**config.mk**
```make
export PLATFORM = sky130hd
export DESIGN_NAME = crtc_mode_ctrl
export DESIGN_NICKNAME = d
export VERILOG_FILES = /design/src/crtc_mode_ctrl.v /design/src/crtc_addr_map.v /design/src/crtc_char_div.v
export VERILOG_INCLUDE_DIRS = /design/src
export SDC_FILE = /design/constraint.sdc
export NUM_CORES = 1
export LEC_CHECK = 0
export BUFFER_PORTS_ARGS = -buffer_cell sky130_fd_sc_hd__buf_2
export CORE_UTILIZATION = 45
export DETAILED_ROUTE_END_ITERATION = 8
export PLACE_DENSITY = 0.71
export SYNTH_ARGS = -nofsm -noshare
export SYNTH_HDL_FRONTEND = slang
export SYNTH_SLANG_ARGS = --single-unit
```
**constraint.sdc**
```tcl
create_clock -name ref_clk -period 4.2 [get_ports ref_clk]
set_input_delay 0 -clock ref_clk [delete_from_list [all_inputs] [get_ports ref_clk]]
set_output_delay 0 -clock ref_clk [all_outputs]
set_load 0.02 [all_outputs]
```
**src/crtc_defs.vh**
```
// Constants for the CRT controller mode-control and address mapping block.
// Assumes inclusion by bare name from every design file of this block.
`ifndef CRTC_DEFS_VH
`define CRTC_DEFS_VH

// Controller data port index values
`define IDX_MODE_CTRL      8'h17
`define IDX_LINE_CMP_LOW   8'h18
`define IDX_LATCH_DATA     8'h22
`define IDX_ATTR_TOGGLE    8'h24

// Mode-control field positions
`define MC_CTRL_RUN        7
`define MC_BYTE_MODE       6
`define MC_NO_WRAP         5
`define MC_RESERVED        4
`define MC_COUNT_BY2       3
`define MC_VDIV2           2
`define MC_NO_RS1_SUB      1
`define MC_NO_RS0_SUB      0

// Underline-location and other source fields
`define UL_DWORD_MODE      6
`define UL_COUNT_BY4       5
`define MSL_LINE_CMP_B9    6
`define OVF_LINE_CMP_B8    4
`define ATTR_TOGGLE_BIT    7

// Reset values; undefined bits are cleared as a design choice
`define MODE_CTRL_RST      8'h00
`define LINE_CMP_RST       8'h00
`define LATCH_DATA_RST     8'h00

// Address bit positions for row-scan substitution
`define SUB_BIT_RS0        13
`define SUB_BIT_RS1        14

// Address-counter divider reload values (interval minus one)
`define ADV_DIV1           2'h0
`define ADV_DIV2           2'h1
`define ADV_DIV4           2'h3

`define ADDR_ZERO          16'h0000

`endif

```
**src/crtc_mode_ctrl.v**
```verilog
// CRT controller mode control: sync gating, address counter stepping,
// vertical clock divide, address mapping, split screen, readback regs.
// Assumes a host index/data port already decoded to one of 3B5h/3D5h,
// and character-clock, hretrace and line events as one-cycle enables.
`timescale 1ns/1ps
`include "crtc_defs.vh"

module crtc_mode_ctrl (
    // Clock and reset
    input  wire        ref_clk,
    input  wire        arst_n,
    // Host controller data port, index already loaded
    input  wire [7:0]  crtc_index,
    input  wire        data_wr,
    input  wire        data_rd,
    input  wire [7:0]  data_wdata,
    output reg  [7:0]  data_rdata,
    // Fields held in neighbouring registers
    input  wire [7:0]  underline_location,
    input  wire [7:0]  max_scan_line,
    input  wire [7:0]  timing_overflow,
    input  wire [7:0]  start_addr_high,
    input  wire [7:0]  start_addr_low,
    input  wire [1:0]  read_map_select,
    input  wire        native_mode,
    // Memory read latches and attribute-controller port activity
    input  wire [31:0] mem_latches,
    input  wire        latch_load,
    input  wire        attr_index_wr,
    input  wire        attr_data_wr,
    // Timing events
    input  wire        char_clk_en,
    input  wire        hretrace_en,
    input  wire        line_start,
    input  wire        frame_start,
    input  wire        hsync_raw,
    input  wire        vsync_raw,
    input  wire [1:0]  row_scan,
    input  wire [9:0]  scan_line,
    // Outputs to display pipeline
    output reg         hsync_out,
    output reg         vsync_out,
    output reg         vcount_en,
    output reg  [15:0] decoder_addr_out,
    output reg  [15:0] count_addr_out,
    output wire [7:0]  crt_mode_control_out
);

    reg  [7:0]  crt_mode_control_q;
    reg  [7:0]  split_line_compare_low_q;
    reg  [31:0] latch_q;
    reg         attr_toggle_q;
    reg         vdiv_q;
    reg  [15:0] count_q;
    reg  [15:0] line_base_q;
    reg  [15:0] count_d;
    reg  [1:0]  adv_reload;

    wire [9:0]  line_compare;
    wire        split_hit;
    wire        adv_tick;
    wire [15:0] decoder_addr_in;
    wire [15:0] start_addr;
    wire [7:0]  latch_sel;

    assign crt_mode_control_out = crt_mode_control_q;
    assign start_addr = {start_addr_high, start_addr_low};

    // Host writes
    always @(posedge ref_clk or negedge arst_n) begin
        if (!arst_n) begin
            crt_mode_control_q       <= `MODE_CTRL_RST;
            split_line_compare_low_q <= `LINE_CMP_RST;
        end else if (data_wr) begin
            if (crtc_index == `IDX_MODE_CTRL) begin
                crt_mode_control_q <= data_wdata;
                crt_mode_control_q[`MC_RESERVED] <= 1'b0;
            end
            if (crtc_index == `IDX_LINE_CMP_LOW) begin
                split_line_compare_low_q <= data_wdata;
            end
        end
    end

    // Memory read latches and attribute flip-flop state
    always @(posedge ref_clk or negedge arst_n) begin
        if (!arst_n) begin
            latch_q       <= {4{`LATCH_DATA_RST}};
            attr_toggle_q <= 1'b0;
        end else begin
            if (latch_load) begin
                latch_q <= mem_latches;
            end
            // Data write wins if both strobes coincide
            if (attr_data_wr) begin
                attr_toggle_q <= 1'b1;
            end else if (attr_index_wr) begin
                attr_toggle_q <= 1'b0;
            end
        end
    end

    assign latch_sel = latch_q[{read_map_select, 3'b000} +: 8];

    // Register readback; unmapped indices read zero
    always @* begin
        case (crtc_index)
            `IDX_MODE_CTRL:    data_rdata = crt_mode_control_q;
            `IDX_LINE_CMP_LOW: data_rdata = split_line_compare_low_q;
            `IDX_LATCH_DATA:   data_rdata = latch_sel;
            `IDX_ATTR_TOGGLE:  data_rdata = {attr_toggle_q, 7'h00};
            default:           data_rdata = 8'h00;
        endcase
        if (!data_rd) begin
            data_rdata = 8'h00;
        end
    end

    // Syncs are forced inactive only in native modes
    always @(posedge ref_clk or negedge arst_n) begin
        if (!arst_n) begin
            hsync_out <= 1'b0;
            vsync_out <= 1'b0;
        end else if (native_mode && !crt_mode_control_q[`MC_CTRL_RUN]) begin
            hsync_out <= 1'b0;
            vsync_out <= 1'b0;
        end else begin
            hsync_out <= hsync_raw;
            vsync_out <= vsync_raw;
        end
    end

    // Vertical counter clock, optionally halved
    always @(posedge ref_clk or negedge arst_n) begin
        if (!arst_n) begin
            vdiv_q    <= 1'b0;
            vcount_en <= 1'b0;
        end else begin
            if (hretrace_en) begin
                vdiv_q <= ~vdiv_q;
            end
            if (crt_mode_control_q[`MC_VDIV2]) begin
                vcount_en <= hretrace_en && vdiv_q;
            end else begin
                vcount_en <= hretrace_en;
            end
        end
    end

    // Advance interval; count-by-2 takes precedence over count-by-4
    always @* begin
        if (crt_mode_control_q[`MC_COUNT_BY2]) begin
            adv_reload = `ADV_DIV2;
        end else if (underline_location[`UL_COUNT_BY4]) begin
            adv_reload = `ADV_DIV4;
        end else begin
            adv_reload = `ADV_DIV1;
        end
    end

    crtc_char_div u_char_div (
        .ref_clk (ref_clk),
        .arst_n  (arst_n),
        .ev      (char_clk_en),
        .clear   (line_start),
        .reload  (adv_reload),
        .tick    (adv_tick)
    );

    // Ten-bit compare value from three registers
    assign line_compare = {max_scan_line[`MSL_LINE_CMP_B9],
                           timing_overflow[`OVF_LINE_CMP_B8],
                           split_line_compare_low_q};
    assign split_hit = line_start && (scan_line == line_compare);

    // Memory address counter. Line base is loaded at frame start and cleared
    // on a compare hit, so the bottom part stays on byte zero for the frame.
    always @* begin
        count_d = count_q;
        if (frame_start) begin
            count_d = start_addr;
        end else if (split_hit) begin
            count_d = `ADDR_ZERO;
        end else if (line_start) begin
            count_d = line_base_q;
        end else if (adv_tick) begin
            count_d = count_q + 16'h0001;
        end
    end

    always @(posedge ref_clk or negedge arst_n) begin
        if (!arst_n) begin
            count_q     <= `ADDR_ZERO;
            line_base_q <= `ADDR_ZERO;
        end else begin
            count_q <= count_d;
            if (frame_start) begin
                line_base_q <= start_addr;
            end else if (split_hit) begin
                line_base_q <= `ADDR_ZERO;
            end
        end
    end

    crtc_addr_map u_addr_map (
        .count_addr      (count_q),
        .row_scan        (row_scan),
        .dword_mode      (underline_location[`UL_DWORD_MODE]),
        .byte_mode       (crt_mode_control_q[`MC_BYTE_MODE]),
        .no_wrap         (crt_mode_control_q[`MC_NO_WRAP]),
        .no_rs1_sub      (crt_mode_control_q[`MC_NO_RS1_SUB]),
        .no_rs0_sub      (crt_mode_control_q[`MC_NO_RS0_SUB]),
        .decoder_addr_in (decoder_addr_in)
    );

    always @(posedge ref_clk or negedge arst_n) begin
        if (!arst_n) begin
            decoder_addr_out <= `ADDR_ZERO;
            count_addr_out   <= `ADDR_ZERO;
        end else begin
            decoder_addr_out <= decoder_addr_in;
            count_addr_out   <= count_q;
        end
    end

endmodule

```
**src/crtc_addr_map.v**
```verilog
// Reorganises the memory address counter into byte, word or dword form
// and then substitutes row-scan bits into bits 13 and 14.
// Purely combinational; the caller registers the result.
`timescale 1ns/1ps
`include "crtc_defs.vh"

module crtc_addr_map (
    // Counter and row scan
    input  wire [15:0] count_addr,
    input  wire [1:0]  row_scan,
    // Mode selects
    input  wire        dword_mode,
    input  wire        byte_mode,
    input  wire        no_wrap,
    input  wire        no_rs1_sub,
    input  wire        no_rs0_sub,
    // Decoder address
    output reg  [15:0] decoder_addr_in
);

    reg [15:0] reorganized_addr_out;

    always @* begin
        if (dword_mode) begin
            reorganized_addr_out = {count_addr[13:0],
                                    count_addr[13], count_addr[12]};
        end else if (byte_mode) begin
            reorganized_addr_out = count_addr;
        end else begin
            // Wrap bit picks the low bit source; 16 KB wrap when clear
            reorganized_addr_out = {count_addr[14:0],
                no_wrap ? count_addr[15] : count_addr[13]};
        end
        // Substitution happens only after reorganisation
        decoder_addr_in = reorganized_addr_out;
        if (!no_rs0_sub) begin
            decoder_addr_in[`SUB_BIT_RS0] = row_scan[0];
        end
        if (!no_rs1_sub) begin
            decoder_addr_in[`SUB_BIT_RS1] = row_scan[1];
        end
    end

endmodule

```
**src/crtc_char_div.v**
```verilog
// Divides an event stream by 1, 2 or 4, emitting one-cycle pulses.
// Assumes ev is a one-cycle pulse on ref_clk; clear restarts the count.
`timescale 1ns/1ps
`include "crtc_defs.vh"

module crtc_char_div (
    // Clock and reset
    input  wire       ref_clk,
    input  wire       arst_n,
    // Control
    input  wire       ev,
    input  wire       clear,
    input  wire [1:0] reload,
    // Divided pulse
    output wire       tick
);

    reg [1:0] cnt_q;

    assign tick = ev && (cnt_q >= reload);

    always @(posedge ref_clk or negedge arst_n) begin
        if (!arst_n) begin
            cnt_q <= 2'h0;
        end else if (clear) begin
            cnt_q <= 2'h0;
        end else if (ev) begin
            cnt_q <= tick ? 2'h0 : cnt_q + 2'h1;
        end
    end

endmodule

```
==> summary.txt <==
==========================================================================================
Count of flip-flops with a built-in enable after synthesis                               0
Reg2Reg Depth                                                                            7
GRT Total Usage                                                                     0.2283
Delay-heaviest family, CP                                                     simple AND/OR/NAND/NOR gates
FILL cells                                                                             993
Arrival time of data at the critical path endpoint                                 2.85 ns
Wirelength per Cell                                                               16.09 um
Vias per inst                                                                        5.243
Crit Path Class                                                               flop to flop
Final WS setup                                                                    1.671 ns
Buffers from clock root to sink, at most                                                 2
Num Clock Sinks                                                                        118
Antenna violations before repair                                                         1
Crit-path max cell delay                                                           0.75 ns
Root Buffer Master                                                               clkbuf_16
Minimum setup slack among reg-to-reg paths                                         1.67 ns
CP Data Required Time                                                              4.52 ns
Buf+Inv Stages, Crit Path                                                                0
Die Outline Area                                                              13,200 sq um
Setup repair after global routing missed its margin                                     no
Total power divided by cell area                                              447.1 nW/um^2
Worst Hold Path EP                                                            decoder_addr_out[2]
Fraction of final layout cells sized beyond drive strength 1                        0.2988
Most repeated cell in the gate-level netlist after synthesis                       dfrtp_1
Max-slew violations                                                                      0
Leakage Power                                                                     3.597 nW
Setup total negative slack                                                            0 ns
Path category of the worst min-delay check                                    input port to flop
Synth area leaders                                                            dfrtp_1, mux2_1, mux2_2
Via Count                                                                            4,677
Post-synthesis cell type count                                                          51
Growth of design area from synthesis to finish                                      35.89%
TritonCTS buffer count                                                                  17
Final ANT Viol Nets                                                                      0
DPL Wire Length                                                                    9377 um
Largest fanout of any net on the critical path                                          12
Largest net degree at the start of global routing                                       79
Reg-to-Reg End                                                                 count_q[13]
Run status                                                                    complete, no violations
Total of max-cap violations                                                              0
Synthesis warning total                                                                  0
Quantity of I/O buffers inserted on ports                                              145
Syn nets                                                                               639
Floorplan row count                                                                     40
Via count of the first global-routing pass                                           4,769
Worst-path cell chain                                                         or2_2, ha_1, nand2b_1, a211oi_1, nor2_1, nand3b_1, o211ai_1
Top-area cell type share of the netlist area                                        0.5149
Cell count of the worst hold path                                                        3
Number of hold violations in the final report                                            0
Area of the core region                                                       12,210 sq um
Number of H-tree levels                                                                  4
Maximum clock frequency                                                          395.4 MHz
Time the worst path needs with I/O delays and setup                               2.529 ns
Overall routed net length                                                        14,350 um
Detailed-router iteration count before antenna repair                                    7
Worst reg2reg path startpoint                                                 crt_mode_control_out[3]
Share of the yosys chip area belonging to registers                                 0.5149
Worst Max-Slew Pin Slew                                                           1.011 ns
Iteration-0 DRC count of the detailed router                                           366
Sort of element at the end of the critical path                                       flop
Launch instance of the worst min-delay path                                   underline_location[6]
RD Place Congestion                                                                 0.8512
Initial Util                                                                        0.4696
Finished Core Util                                                                  0.6381
Relative slew margins                                                               0.3261
Primary FF master, synth                                                           dfrtp_1
Setup clock skew after layout                                                   0.01450 ns
Post-route DRC                                                                           0
Number of endpoints failing setup at the final stage                                     0
Clock edge transition at the registers on the reported setup and hold paths        0.06 ns
Net count, final                                                                       830
Clock Latency Late Sink                                                            0.41 ns
Final period util                                                                   0.6022
Critical path launch point type                                                       flop
Post-synthesis sequential element count                                                118
GRT Residual Overflow                                                                    0
Largest area contributor in the netlist                                            dfrtp_1
Syn Std Cell Area                                                               5734 sq um
Slowest cell on the critical path                                                   nor2_1
Post-placement setup slack                                                        1.679 ns
Wire length of the first global-routing pass                                     23,060 um
Buffers inserted by post-CTS timing repair                                               0
Clock tree from TritonCTS                                                              yes
Average cell area after synthesis                                              11.03 sq um
Worst IR Drop VDD                                                              0.0002225 V
Width of the die                                                                  114.9 um
Share of synthesized flip-flops with an asynchronous set or reset                    1.000
Number of instances in the synthesized netlist                                         520
Ranking of synthesized cells by instance count                                dfrtp_1, nand2_1, mux2_1, clkbuf_1, o21ai_0
Die Y                                                                             114.9 um
Count of boundary I/O pins                                                             167
CP Depth                                                                                 7
==========================================================================================
report_power, final:
group / switching (W) / internal [W] / total (W)
clock: 0.000544 / 0.000996 / 0.00154
combinational: 0.000297 / 0.000262 / 0.000559
sequential: 0.000116 / 0.00127 / 0.00139
cell usage in the layout, fill, tap and decap left out, types with 11 or more instances in the layout:
master / n
inv_1: 15
nand3_1: 13
clkbuf_16: 17
mux2_1: 27
mux2_2: 23
mux2i_1: 16
nand2_1: 54
xor2_1: 17
dlygate4sd3_1: 67
o21ai_1: 17
a21oi_1: 11
buf_2: 144
o21ai_0: 24
dfrtp_1: 118
o211ai_1: 12
nor2_1: 11
registers in the layout (all words and copies together), names as in the netlist:
name and cells:
vdiv_q 1, vcount_en 1, line_base_q 16, vsync_out 1
count_q 16, count_addr_out 16, u_char_div.cnt_q 2, hsync_out 1
latch_q 32, attr_toggle_q 1, crt_mode_control_out 7, decoder_addr_out 16
split_line_compare_low_q 8
how the worst max path moves through the flow:
stage                                  from          end  slack (ns)
finish              crt_mode_control_out[3]  count_q[13]        1.67
global route        crt_mode_control_out[3]  count_q[13]        1.55
CTS                 crt_mode_control_out[3]  count_q[13]        1.67
detailed placement  crt_mode_control_out[3]  count_q[13]        1.68
global placement    crt_mode_control_out[3]  count_q[13]        1.82
floorplan           crt_mode_control_out[3]   count_q[7]        2.02
cells by family after synthesis:
logic type,share of synthesized area
AND/OR/NAND/NOR,0.1359
AO/OA/AOI/OAI,0.1041
adder cells (fa/ha/maj),0.006547
XOR/XNOR,0.03666
buffers and inverters,0.04364
other,0.0006540
flip-flops,0.5149
multiplexers,0.1575
routing by layer:
layer  global-route usage  vias up  part of all wire
met4              0.09524        0             0.020
met5                    0        -                 0
met3              0.05166       25             0.051
met1               0.3022     2295              0.44
met2               0.3635      145              0.49
li1                     -     2212                 -
worst register-to-register path, cell delays in order (launching register included):
cell and delay [ns]:
dfrtp_1 0.44, or2_2 0.30, ha_1 0.28, nand2b_1 0.10, a211oi_1 0.09, nor2_1 0.75, nand3b_1 0.26, o211ai_1 0.23
what timing repair did:
item	4_1_cts	5_1_grt
resized for setup	0	0
hold buffers	67	0
endpoints found under the hold margin	164	0
area by class of cell:
class	instances	area (sq um)	area share
diodes	1	2.502	0.0003211
clock buffers	17	425.4	0.05459
clock inverters	14	200.2	0.02569
inverters	15	56.30	0.007225
multi-input cells	345	2531	0.3248
flip-flops and latches	118	2953	0.3789
well taps	168	210.2	0.02698
repair buffers	214	1414	0.1814
stage by stage:
step | instance area, sq um | power, W | hold WS, ns | cells
2_1_floorplan | 5734 | 0.001715 | -0.2956 | 520
3_3_place_gp | 6494 | 0.001886 | 0.1773 | 793
3_5_place_dp | 6494 | 0.001914 | 0.1889 | 793
4_1_cts | 7790 | 0.003503 | 0.03503 | 891
5_1_grt | 7792 | 0.003634 | 0.08514 | 892
6_report | 7792 | 0.003484 | 0.04592 | 892
Power figures use the tool's default switching activity.
